--- src/hdl/tsc_pkg.sv ---
// Package: constants and types for the two-state controller mode logic
package tsc_pkg;
  // ---------------------------------------------------------------
  // Register byte offsets
  // ---------------------------------------------------------------
  localparam logic [11:0] OFS_CFG = 12'h000;
  localparam logic [11:0] OFS_SP1 = 12'h004;
  localparam logic [11:0] OFS_SP2 = 12'h008;
  localparam logic [11:0] OFS_SPLO = 12'h00C;
  localparam logic [11:0] OFS_SPHI = 12'h010;
  localparam logic [11:0] OFS_YLVL = 12'h014;
  localparam logic [11:0] OFS_CTRL = 12'h018;
  localparam logic [11:0] OFS_CYC = 12'h01C;
  localparam logic [11:0] OFS_STAT = 12'h020;
  localparam logic [11:0] OFS_PV = 12'h024;
  // ---------------------------------------------------------------
  // Fields and values (tenths for values, percent for levels)
  // ---------------------------------------------------------------
  localparam int CFG_W = 24;
  localparam logic signed [17:0] SP_MIN = -18'sd19990;
  localparam logic signed [17:0] SP_MAX = 18'sd99990;
  localparam logic [6:0] PCT_MAX = 7'd100;
  localparam logic [6:0] PCT_DEF = 7'd0;
  localparam logic [15:0] CYC_DEF = 16'd20;
  localparam logic [15:0] CYC_RELAY = 16'd20;
  localparam logic [15:0] CYC_LOGIC = 16'd5;
  localparam logic [2:0] SEL_NONE = 3'd0;
  localparam logic [31:0] CFG_RST = 32'h0000_0151;

  typedef enum logic [1:0] {FN_OFF = 2'd0, FN_THERMO = 2'd1, FN_TWO_STATE = 2'd2}
    tsc_func_t;

  typedef struct packed {
    logic [2:0] sel_tune_inh;
    logic [2:0] sel_tune_ss;
    logic [2:0] sel_lock;
    logic [2:0] sel_man;
    logic [2:0] sel_sp;
    logic accept_cyc;
    logic out_logic;
    logic tune_allow;
    logic y_err_hold;
    logic y_man_hold;
    logic man_disable;
    logic dir_direct;
    logic [1:0] func;
  } tsc_cfg_t;
endpackage

--- src/hdl/tsc_sel.sv ---
// Digital input selector: synchronise inputs and pick one per function
`timescale 1ns/10ps
module tsc_sel
  import tsc_pkg::*;
#(
  parameter int N_DI = 7
)(
  input wire logic pclk,
  input wire logic presetn,
  input wire logic [N_DI-1:0] di,
  input wire logic [2:0] sel,
  output logic level,
  output logic assigned
);
  logic [N_DI-1:0] s1_r;
  logic [N_DI-1:0] s2_r;

  // Two-stage synchroniser on raw pins
  always_ff @(posedge pclk or negedge presetn)
  begin
    if (!presetn)
    begin
      s1_r <= '0;
      s2_r <= '0;
    end
    else
    begin
      s1_r <= di;
      s2_r <= s1_r;
    end
  end

  // Unselected function stays inactive
  always_ff @(posedge pclk or negedge presetn)
  begin
    if (!presetn)
    begin
      level <= 1'b0;
      assigned <= 1'b0;
    end
    else
    begin
      assigned <= (sel != SEL_NONE) && (int'(sel) <= N_DI);
      level <= (sel != SEL_NONE) && (int'(sel) <= N_DI) && s2_r[sel - 3'd1];
    end
  end
endmodule // tsc_sel

--- src/hdl/tsc_mode.sv ---
// Top: mode, setpoint, output level and autotuning control
// Notes on behaviour
// - Function is off, thermostat or two-state controller; behaviour follows it.
// - Inverse direction: output positive when actual below setpoint (heating).
// - Direct direction: output positive when actual above setpoint (cooling).
// - Setpoints span -1999.0..9999.0, default 0, clamped to limit registers.
// - Assigned changeover input high selects setpoint 2, else setpoint 1.
// - Manual enabled by default; keys or assigned signal may enter manual.
// - Manual disabled refuses every manual entry request.
// - Assigned manual/auto input high means manual, low means automatic.
// - Manual lock input high inhibits entry into manual mode.
// - Manual entry holds previous level or applies configured manual level.
// - Manual level is 0..100 percent, default 0.
// - Measurement fault drives held level or replacement level (default).
// - Replacement level is 0..100 percent, default 0.
// - Autotuning lock setting permits or fully prevents autotuning.
// - Output type relay or logic sets autotuned cycle time basis.
// - At tuning end, accept determined cycle time only if setting on.
// - Rising start/stop edge toggles tuning; levels and falling edges ignored.
// - Autotuning inhibit input high prevents autotuning.
// - Each signal function comes from a selected input; none means inactive.
`timescale 1ns/10ps
module tsc_mode
  import tsc_pkg::*;
#(
  parameter int N_DI = 7
)(
  input wire logic pclk,
  input wire logic presetn,
  input wire logic psel,
  input wire logic penable,
  input wire logic pwrite,
  input wire logic [11:0] paddr,
  input wire logic [31:0] pwdata,
  output logic [31:0] prdata,
  output logic pready,
  output logic pslverr,
  input wire logic [N_DI-1:0] di,
  input wire logic signed [17:0] actual,
  input wire logic meas_fault,
  input wire logic signed [7:0] pid_level,
  input wire logic tune_done,
  input wire logic [15:0] tune_cyc,
  output logic signed [7:0] y_out,
  output logic out_on,
  output logic tune_run,
  output logic manual,
  output logic sp2_active,
  output logic signed [17:0] sp_active
);
  // ---------------------------------------------------------------
  // Registers
  // ---------------------------------------------------------------
  tsc_cfg_t cfg_r;
  logic signed [17:0] sp1_r;
  logic signed [17:0] sp2_r;
  logic signed [17:0] splo_r;
  logic signed [17:0] sphi_r;
  logic [6:0] yman_r;
  logic [6:0] yrep_r;
  logic [15:0] cyc_r;
  logic key_man_r;
  logic man_nxt;
  logic signed [7:0] y_hold_r;
  logic signed [7:0] y_nxt;
  logic fault_d_r;
  logic man_d_r;
  logic ss_d_r;
  logic wr;
  logic rd;
  logic signed [17:0] sp_sel;
  logic signed [17:0] sp_nxt;
  logic sp_lv;
  logic sp_as;
  logic man_lv;
  logic man_as;
  logic lock_lv;
  logic ss_lv;
  logic inh_lv;
  logic tune_ok;
  logic map_hit;

  // ---------------------------------------------------------------
  // Input selectors
  // ---------------------------------------------------------------
  tsc_sel #(.N_DI(N_DI)) u_sp (.pclk(pclk), .presetn(presetn), .di(di),
    .sel(cfg_r.sel_sp), .level(sp_lv), .assigned(sp_as));
  tsc_sel #(.N_DI(N_DI)) u_man (.pclk(pclk), .presetn(presetn), .di(di),
    .sel(cfg_r.sel_man), .level(man_lv), .assigned(man_as));
  tsc_sel #(.N_DI(N_DI)) u_lock (.pclk(pclk), .presetn(presetn), .di(di),
    .sel(cfg_r.sel_lock), .level(lock_lv), .assigned());
  tsc_sel #(.N_DI(N_DI)) u_ss (.pclk(pclk), .presetn(presetn), .di(di),
    .sel(cfg_r.sel_tune_ss), .level(ss_lv), .assigned());
  tsc_sel #(.N_DI(N_DI)) u_inh (.pclk(pclk), .presetn(presetn), .di(di),
    .sel(cfg_r.sel_tune_inh), .level(inh_lv), .assigned());

  // ---------------------------------------------------------------
  // APB slave, zero wait states
  // ---------------------------------------------------------------
  assign wr = psel && penable && pwrite;
  assign rd = psel && !penable && !pwrite;
  assign map_hit = (paddr[1:0] == 2'b00) && (paddr <= OFS_PV);

  function automatic logic signed [17:0] clamp_val(input logic [31:0] v);
    logic signed [17:0] s;
    s = v[17:0];
    if (s < SP_MIN)
      clamp_val = SP_MIN;
    else if (s > SP_MAX)
      clamp_val = SP_MAX;
    else
      clamp_val = s;
  endfunction

  function automatic logic [6:0] pct(input logic [6:0] v);
    pct = (v > PCT_MAX) ? PCT_MAX : v;
  endfunction

  always_ff @(posedge pclk or negedge presetn)
  begin
    if (!presetn)
    begin
      pready <= 1'b0;
      pslverr <= 1'b0;
    end
    else
    begin
      pready <= psel && !penable;
      pslverr <= psel && !penable && !map_hit;
    end
  end

  always_ff @(posedge pclk or negedge presetn)
  begin
    if (!presetn)
    begin
      cfg_r <= tsc_cfg_t'(CFG_RST[CFG_W-1:0]);
      sp1_r <= '0;
      sp2_r <= '0;
      splo_r <= SP_MIN;
      sphi_r <= SP_MAX;
      yman_r <= PCT_DEF;
      yrep_r <= PCT_DEF;
      key_man_r <= 1'b0;
    end
    else if (wr && map_hit)
    begin
      unique case (paddr)
        OFS_CFG: cfg_r <= tsc_cfg_t'(pwdata[CFG_W-1:0]);
        OFS_SP1: sp1_r <= clamp_val(pwdata);
        OFS_SP2: sp2_r <= clamp_val(pwdata);
        OFS_SPLO: splo_r <= clamp_val(pwdata);
        OFS_SPHI: sphi_r <= clamp_val(pwdata);
        OFS_YLVL:
        begin
          yman_r <= pct(pwdata[6:0]);
          yrep_r <= pct(pwdata[14:8]);
        end
        OFS_CTRL: key_man_r <= pwdata[0];
        default: ;
      endcase
    end
  end

  always_ff @(posedge pclk or negedge presetn)
  begin
    if (!presetn)
      prdata <= '0;
    else if (rd)
    begin
      unique case (paddr)
        OFS_CFG: prdata <= {{(32-CFG_W){1'b0}}, cfg_r};
        OFS_SP1: prdata <= {{14{sp1_r[17]}}, sp1_r};
        OFS_SP2: prdata <= {{14{sp2_r[17]}}, sp2_r};
        OFS_SPLO: prdata <= {{14{splo_r[17]}}, splo_r};
        OFS_SPHI: prdata <= {{14{sphi_r[17]}}, sphi_r};
        OFS_YLVL: prdata <= {17'h0_0000, yrep_r, 1'b0, yman_r};
        OFS_CTRL: prdata <= {31'h0000_0000, key_man_r};
        OFS_CYC: prdata <= {16'h0000, cyc_r};
        OFS_STAT: prdata <= {26'h000_0000, meas_fault, lock_lv, sp2_active, tune_run,
          manual, out_on};
        OFS_PV: prdata <= {{24{y_out[7]}}, y_out};
        default: prdata <= '0;
      endcase
    end
  end

  // ---------------------------------------------------------------
  // Setpoint selection and clamping
  // ---------------------------------------------------------------
  assign sp_sel = (sp_as && sp_lv) ? sp2_r : sp1_r;
  always_comb
  begin
    sp_nxt = sp_sel;
    if (sp_nxt < splo_r)
      sp_nxt = splo_r;
    if (sp_nxt > sphi_r)
      sp_nxt = sphi_r;
  end

  always_ff @(posedge pclk or negedge presetn)
  begin
    if (!presetn)
    begin
      sp_active <= '0;
      sp2_active <= 1'b0;
    end
    else
    begin
      sp_active <= sp_nxt;
      sp2_active <= sp_as && sp_lv;
    end
  end

  // ---------------------------------------------------------------
  // Manual / automatic
  // ---------------------------------------------------------------
  always_comb
  begin
    man_nxt = man_as ? man_lv : key_man_r;
    if (cfg_r.man_disable || lock_lv)
      man_nxt = 1'b0;
  end

  always_ff @(posedge pclk or negedge presetn)
  begin
    if (!presetn)
    begin
      manual <= 1'b0;
      man_d_r <= 1'b0;
      fault_d_r <= 1'b0;
    end
    else
    begin
      manual <= man_nxt;
      man_d_r <= manual;
      fault_d_r <= meas_fault;
    end
  end

  // ---------------------------------------------------------------
  // Output level
  // ---------------------------------------------------------------
  always_comb
  begin
    y_nxt = pid_level;
    if (cfg_r.func == FN_OFF)
      y_nxt = '0;
    else if (meas_fault)
      y_nxt = cfg_r.y_err_hold ? y_hold_r : $signed({1'b0, yrep_r});
    else if (manual)
      y_nxt = cfg_r.y_man_hold ? y_hold_r : $signed({1'b0, yman_r});
    else if (cfg_r.func == FN_THERMO)
    begin
      if (cfg_r.dir_direct)
        y_nxt = (actual > sp_active) ? $signed({1'b0, PCT_MAX}) : 8'sd0;
      else
        y_nxt = (actual < sp_active) ? $signed({1'b0, PCT_MAX}) : 8'sd0;
    end
    else
      y_nxt = cfg_r.dir_direct ? ((actual > sp_active) ? pid_level : 8'sd0)
        : ((actual < sp_active) ? pid_level : 8'sd0);
  end

  // Freeze last level at entry into manual or fault
  always_ff @(posedge pclk or negedge presetn)
  begin
    if (!presetn)
      y_hold_r <= '0;
    else if (!(manual && !man_d_r) && !(meas_fault && !fault_d_r) && !manual && !meas_fault)
      y_hold_r <= y_out;
  end

  always_ff @(posedge pclk or negedge presetn)
  begin
    if (!presetn)
    begin
      y_out <= '0;
      out_on <= 1'b0;
    end
    else
    begin
      y_out <= y_nxt;
      out_on <= (y_nxt > 8'sd0);
    end
  end

  // ---------------------------------------------------------------
  // Autotuning
  // ---------------------------------------------------------------
  assign tune_ok = cfg_r.tune_allow && !inh_lv && (cfg_r.func == FN_TWO_STATE);

  always_ff @(posedge pclk or negedge presetn)
  begin
    if (!presetn)
    begin
      tune_run <= 1'b0;
      ss_d_r <= 1'b0;
      cyc_r <= CYC_DEF;
    end
    else
    begin
      ss_d_r <= ss_lv;
      if (!tune_ok)
        tune_run <= 1'b0;
      else if (ss_lv && !ss_d_r)
        tune_run <= !tune_run;
      else if (tune_done)
        tune_run <= 1'b0;
      if (tune_run && tune_done && cfg_r.accept_cyc)
        cyc_r <= (tune_cyc != 16'h0000) ? tune_cyc
          : (cfg_r.out_logic ? CYC_LOGIC : CYC_RELAY);
    end
  end

  // ---------------------------------------------------------------
  // Checks
  // ---------------------------------------------------------------
  mlock_a: assert property (@(posedge pclk) disable iff (!presetn)
    lock_lv |=> !manual) else $error("manual while locked");
  mdis_a: assert property (@(posedge pclk) disable iff (!presetn)
    cfg_r.man_disable |=> !manual) else $error("manual while disabled");
  mlevel_a: assert property (@(posedge pclk) disable iff (!presetn)
    (man_as && !cfg_r.man_disable && !lock_lv) |=> (manual == $past(man_lv)))
    else $error("manual not following input");
  sp_sel_a: assert property (@(posedge pclk) disable iff (!presetn)
    (sp_as && sp_lv) |=> sp2_active) else $error("setpoint 2 not selected");
  sp_lim_a: assert property (@(posedge pclk) disable iff (!presetn)
    (splo_r <= sphi_r) |=> (sp_active >= $past(splo_r) && sp_active <= $past(sphi_r)))
    else $error("setpoint outside limits");
  tune_inh_a: assert property (@(posedge pclk) disable iff (!presetn)
    (inh_lv || !cfg_r.tune_allow) |=> !tune_run) else $error("tuning not inhibited");
  tune_edge_a: assert property (@(posedge pclk) disable iff (!presetn)
    (tune_ok && ss_lv && !ss_d_r) |=> (tune_run != $past(tune_run)))
    else $error("edge did not toggle tuning");
  fault_rep_a: assert property (@(posedge pclk) disable iff (!presetn)
    (meas_fault && !cfg_r.y_err_hold && cfg_r.func != FN_OFF)
    |=> (y_out == $signed({1'b0, $past(yrep_r)}))) else $error("fault level wrong");
  heat_a: assert property (@(posedge pclk) disable iff (!presetn)
    (cfg_r.func == FN_THERMO && !cfg_r.dir_direct && !meas_fault && !manual
    && actual < sp_active) |=> out_on) else $error("no heating output");
  off_a: assert property (@(posedge pclk) disable iff (!presetn)
    (cfg_r.func == FN_OFF) |=> (y_out == 8'sd0)) else $error("output while off");
  cyc_keep_a: assert property (@(posedge pclk) disable iff (!presetn)
    !cfg_r.accept_cyc |=> $stable(cyc_r)) else $error("cycle time changed");
endmodule // tsc_mode

--- config.mk ---
export PLATFORM = sky130hd
export DESIGN_NAME = tsc_mode
export DESIGN_NICKNAME = d
export VERILOG_FILES = /design/src/hdl/tsc_pkg.sv /design/src/hdl/tsc_sel.sv /design/src/hdl/tsc_mode.sv
export SDC_FILE = /design/constraint.sdc
export NUM_CORES = 1
export LEC_CHECK = 0
export BUFFER_PORTS_ARGS = -buffer_cell sky130_fd_sc_hd__clkbuf_2
export CAP_MARGIN = 20
export CORE_ASPECT_RATIO = 1.2
export CORE_MARGIN = 1
export CORE_UTILIZATION = 45
export DETAILED_ROUTE_END_ITERATION = 16
export PLACE_DENSITY = 0.78
export SYNTH_ARGS = -nofsm -noshare
export SYNTH_HDL_FRONTEND = slang
export SYNTH_SLANG_ARGS = --single-unit
--- constraint.sdc ---
create_clock -name pclk -period 4.7 [get_ports pclk]
set_input_delay 0.94 -clock pclk [delete_from_list [all_inputs] [get_ports pclk]]
set_output_delay 0.94 -clock pclk [all_outputs]
set_load 0.02 [all_outputs]
==> results.md <==
- For this run, asynchronously set or reset flops after synthesis account for 1.00.
- The final hold slack is 0.348 ns.
- The clock skew is 0.0101 ns.
- The clock root buffer master is sky130_fd_sc_hd__clkbuf_16.
- Input and output buffers added on the ports amount to 155.
- The number of vias after detailed routing is 9,700.
- Measured on the finished design, the core utilization comes to 0.539.
- The number of global-route vias before repair is 9,420.
- The final-stage net count is 1,486.
- The count of final max-slew check failures came to 0.
- The kind of critical path is register to register.
- The placeable core area is 25,500 um2.
- Across every metal layer, demand over resource in global routing totals 0.248.
- The count of flip-flops with a built-in enable after synthesis is 0.
- The area taken by flip-flops and latches is 5390 um2.
- The height of the die is 178 um.
- The dominant register cell in the synthesized netlist is sky130_fd_sc_hd__dfrtp_1.
- The wire length of the first global-routing pass is 51.0 mm.
- The number of failing setup endpoints in the final timing report is 0.
- Total power for the finished layout comes to 0.00403 W.
- The internal reg-to-reg setup slack is 0.03 ns.
- The post-route non-filler standard cell count is 1,668.
- For this run the aggregate overflow at the end of global routing stands at 0.
- Synthesis produced a netlist with a net count of 1,331.
- Setup repair after global routing could not meet its margin everywhere.
- The fraction of final layout cells sized beyond drive strength 1 is 0.277.
- Dividing the final minimum period by the clock period gives 0.994.
- The average cell area after synthesis is 9.96 um2.
- The number of routed nets with antenna violations is 0.
- The largest net degree at the start of global routing is 111.
- The initialized floorplan defines 64 standard-cell rows.
- In this run, synthesis produced a sequential element count of 214.
- In this run the worst path has a maximum fanout of 9.
- The number of design-rule violations left by the first detailed-router iteration is 712.
- The maximum clock rate is 214 MHz.
- The area of the die is 26,500 um2.
- The power per standard cell area is 294 nW/um2.
- The number of warnings issued by yosys is 0.
- Routability-driven placement finished with a final weighted congestion of 0.951.
- The number of instances in the placed design is 1,624.
- TritonCTS built the clock tree.
- The final-layout fill cell count is 2,201.
- The latest clock arrival within the worst-skew pair is 0.51 ns.
- The data arrival time at the worst-slack endpoint is 5.06 ns.
- Setup total negative slack on the finished layout was measured at 0 ns.
- The via density per instance is 5.82.
- Counting every instance in the synthesized netlist gives 1,168.
- The number of hold-slack violations in the final timing report is 0.
- For this design, the sink count on the clock tree is 214.
- After legalization and detailed placement, the total HPWL measured 24.6 mm.
- The first-pass iteration count of the detailed router is 6.
- The remaining design rule violation count is 0.
- During I/O placement, the number of pins put on the boundary was 164.
- The relative slew slack is 0.288.
- The maximum vdd drop is 0.000250 V.
- The layout overhead on the synthesized area is 18.0%.
- The multi-input combinational cells in the finished layout cover a total of 5790 um2.
- Dividing the detail-routed wire length by the instance count gives 19.7 um.
- For this run, the register share of the synthesized area comes to 0.463.
- Counting distinct cell types in the post-synthesis netlist gives 66.
- The count of H-tree levels built during CTS is 1.
- The number of max-cap violations is 0.
- The worst path needs 4.67 ns of the cycle, external delays included.
- The worst setup path is captured at a register.
- At the pin with the least slew margin, the transition time is 1.07 ns.
- The worst setup path is launched from a register.
- The flow ran to the end, and the final reports show no timing, DRC or antenna violations.
- The number of antenna violations at the first check in global routing is 0.
- The mapped cell area is 11,600 um2.
- The repair_antennas step left the layout with diodes totalling 0.
- The total leakage power is 6.45 nW.
- The effective utilization at floorplan is 0.457.
- The clock-pin slew on the worst setup and hold paths is 0.07 ns.
- At the worst endpoint, the required time is 5.09 ns.
- The CTS buffer count is 21.
- The post-detailed-routing wire length is 32.9 mm.
- The clock tree buffer depth is 3.
- The min-delay analysis places its worst path in the category register to register.
- The die is 149 um wide.
-- per-stage QoR --
stage | instance area [um2] | setup WS (ns)
after global routing | 13700 | -0.156
after detailed placement | 12800 | 0.0487
final | 13700 | 0.0291
after CTS | 13600 | 0.0263
after floorplan | 11700 | 0.0114
after global placement | 12800 | 0.123
-- synth_stat cells (3+ instances only) --
master | instances | area, um2
sky130_fd_sc_hd__a211oi_1 | 4 | 30.0
sky130_fd_sc_hd__clkbuf_1 | 36 | 135
sky130_fd_sc_hd__o21ai_0 | 110 | 551
sky130_fd_sc_hd__buf_4 | 7 | 52.6
sky130_fd_sc_hd__a22oi_1 | 18 | 135
sky130_fd_sc_hd__nand2b_1 | 9 | 56.3
sky130_fd_sc_hd__and3_1 | 6 | 37.5
sky130_fd_sc_hd__a21o_1 | 9 | 67.6
sky130_fd_sc_hd__dfstp_2 | 25 | 657
sky130_fd_sc_hd__inv_1 | 86 | 323
sky130_fd_sc_hd__nand3_1 | 23 | 115
sky130_fd_sc_hd__o31ai_1 | 5 | 37.5
sky130_fd_sc_hd__nor4_1 | 7 | 43.8
sky130_fd_sc_hd__nand2_1 | 155 | 582
sky130_fd_sc_hd__mux2i_1 | 34 | 340
sky130_fd_sc_hd__or4_1 | 3 | 22.5
sky130_fd_sc_hd__and4_1 | 3 | 26.3
sky130_fd_sc_hd__a21oi_1 | 71 | 355
sky130_fd_sc_hd__o211ai_1 | 8 | 60.1
sky130_fd_sc_hd__dfrtp_1 | 189 | 4730
sky130_fd_sc_hd__nand4_1 | 13 | 81.3
sky130_fd_sc_hd__mux2_2 | 85 | 957
sky130_fd_sc_hd__nor2_1 | 67 | 251
sky130_fd_sc_hd__o211a_1 | 3 | 30.0
sky130_fd_sc_hd__buf_2 | 8 | 40.0
sky130_fd_sc_hd__mux2_4 | 9 | 135
sky130_fd_sc_hd__a222oi_1 | 6 | 60.1
sky130_fd_sc_hd__nor3_1 | 6 | 30.0
sky130_fd_sc_hd__a221oi_1 | 17 | 149
sky130_fd_sc_hd__a31oi_1 | 10 | 62.6
sky130_fd_sc_hd__mux4_2 | 5 | 113
sky130_fd_sc_hd__nor3b_1 | 3 | 22.5
sky130_fd_sc_hd__ha_1 | 63 | 788
sky130_fd_sc_hd__a2111oi_0 | 3 | 26.3
sky130_fd_sc_hd__a22o_1 | 6 | 52.6
sky130_fd_sc_hd__nor2b_1 | 7 | 43.8
sky130_fd_sc_hd__o21a_1 | 9 | 67.6
-- routing by layer --
layer	vias to the layer above	part of all wire	GRT usage
met5	-	0	0
met4	0	0.043	0.117
met3	91	0.080	0.0353
met2	490	0.47	0.412
met1	4659	0.40	0.320
li1	4460	-	-
-- layout make-up --
class                      instances  area share
clock buffer                      23      0.0388
inverter                          86      0.0235
tap                              330      0.0301
timing repair buffer             186      0.0798
multi-input combinational        814       0.422
sequential                       214       0.392
clock inverter                    15      0.0136
-- what timing repair did --
action | 4_1_cts | 5_1_grt
endpoints found under the setup margin | 0 | 18
gates resized for setup | 0 | 17
setup buffers | 0 | 5
hold buffers | 0 | 0
-- critical path, stage by stage (launching register included) --
cell and delay (ns):
sky130_fd_sc_hd__dfrtp_1 0.40, sky130_fd_sc_hd__nand2_4 0.11, sky130_fd_sc_hd__mux2_2 0.38, sky130_fd_sc_hd__ha_4 0.23, sky130_fd_sc_hd__a21o_1 0.17, sky130_fd_sc_hd__a21o_1 0.18, sky130_fd_sc_hd__a21oi_2 0.12, sky130_fd_sc_hd__o21ai_2 0.08
sky130_fd_sc_hd__a2111oi_4 0.41, sky130_fd_sc_hd__o22ai_4 0.13, sky130_fd_sc_hd__buf_12 0.15, sky130_fd_sc_hd__buf_6 0.12, sky130_fd_sc_hd__mux2_4 0.29, sky130_fd_sc_hd__ha_1 0.18, sky130_fd_sc_hd__a21o_1 0.16, sky130_fd_sc_hd__a2111o_1 0.46
sky130_fd_sc_hd__a2111oi_4 0.39, sky130_fd_sc_hd__a21oi_4 0.13, sky130_fd_sc_hd__clkbuf_16 0.19, sky130_fd_sc_hd__mux2_2 0.28
-- power by group --
group	switching [W]	internal [W]	total [W]
combinational	0.000212	0.000114	0.000326
sequential	0.0000298	0.00189	0.00192
clock	0.000744	0.00105	0.00179
total	0.000986	0.00305	0.00403
-- layout by cell type (no fill, tap or decap), types with 5 or more instances in the layout --
master                        n
sky130_fd_sc_hd__nand2b_1     9
sky130_fd_sc_hd__dfstp_2     25
sky130_fd_sc_hd__clkbuf_2   154
sky130_fd_sc_hd__a221oi_1    17
sky130_fd_sc_hd__nor2b_1      7
sky130_fd_sc_hd__ha_1        59
sky130_fd_sc_hd__nor2_1      66
sky130_fd_sc_hd__o211ai_1     8
sky130_fd_sc_hd__a22o_1       6
sky130_fd_sc_hd__o21a_1       9
sky130_fd_sc_hd__mux2i_1     34
sky130_fd_sc_hd__mux2_2      83
sky130_fd_sc_hd__o21ai_0    109
sky130_fd_sc_hd__a222oi_1     6
sky130_fd_sc_hd__o31ai_1      5
sky130_fd_sc_hd__buf_4       23
sky130_fd_sc_hd__mux4_2       5
sky130_fd_sc_hd__a21oi_1     68
sky130_fd_sc_hd__nor4_1       7
sky130_fd_sc_hd__nand3_1     23
sky130_fd_sc_hd__nand2_1    155
sky130_fd_sc_hd__and3_1       6
sky130_fd_sc_hd__mux2_4      11
sky130_fd_sc_hd__nand4_1     13
sky130_fd_sc_hd__clkbuf_16   22
sky130_fd_sc_hd__a22oi_1     18
sky130_fd_sc_hd__dfrtp_1    189
sky130_fd_sc_hd__inv_1       86
sky130_fd_sc_hd__a21o_1       9
sky130_fd_sc_hd__clkinv_2     7
sky130_fd_sc_hd__a31oi_1     10
sky130_fd_sc_hd__nor3_1       6
-- flip-flops by register name, summed over array words and instances (netlist names), 8 cells and up --
| name | cells |
|---|---|
| sp1_r | 18 |
| splo_r | 18 |
| sp2_r | 18 |
| prdata | 25 |
| y_hold_r | 8 |
| sphi_r | 18 |
| y_out | 8 |
| sp_active | 18 |
| cyc_r | 16 |
| cfg_r | 24 |
-- final timing paths --
path | to | start | cells after the start
max in group asynchronous | cfg_r[8]$_DFFE_PN1P_ | presetn | 2
min in group asynchronous | pready$_DFF_PN0_ | presetn | 1
max | sp_active[15]$_DFF_PN0_ | u_sp.level$_DFF_PN0_ | 19
min reg2reg | u_sp.s2_r[0]$_DFF_PN0_ | u_ss.s1_r[0]$_DFF_PN0_ | 0
min | u_sp.s2_r[0]$_DFF_PN0_ | u_ss.s1_r[0]$_DFF_PN0_ | 0
max reg2reg | sp_active[15]$_DFF_PN0_ | u_sp.level$_DFF_PN0_ | 19
-- kinds of logic after synthesis --
group                    synth area share
multiplexers                        0.134
AND/OR/NAND/NOR                     0.123
flip-flops                          0.463
AO/OA/AOI/OAI                       0.162
XOR/XNOR                          0.00151
buffers and inverters              0.0489
adder cells (fa/ha/maj)            0.0678
Power figures use the tool's default switching activity.
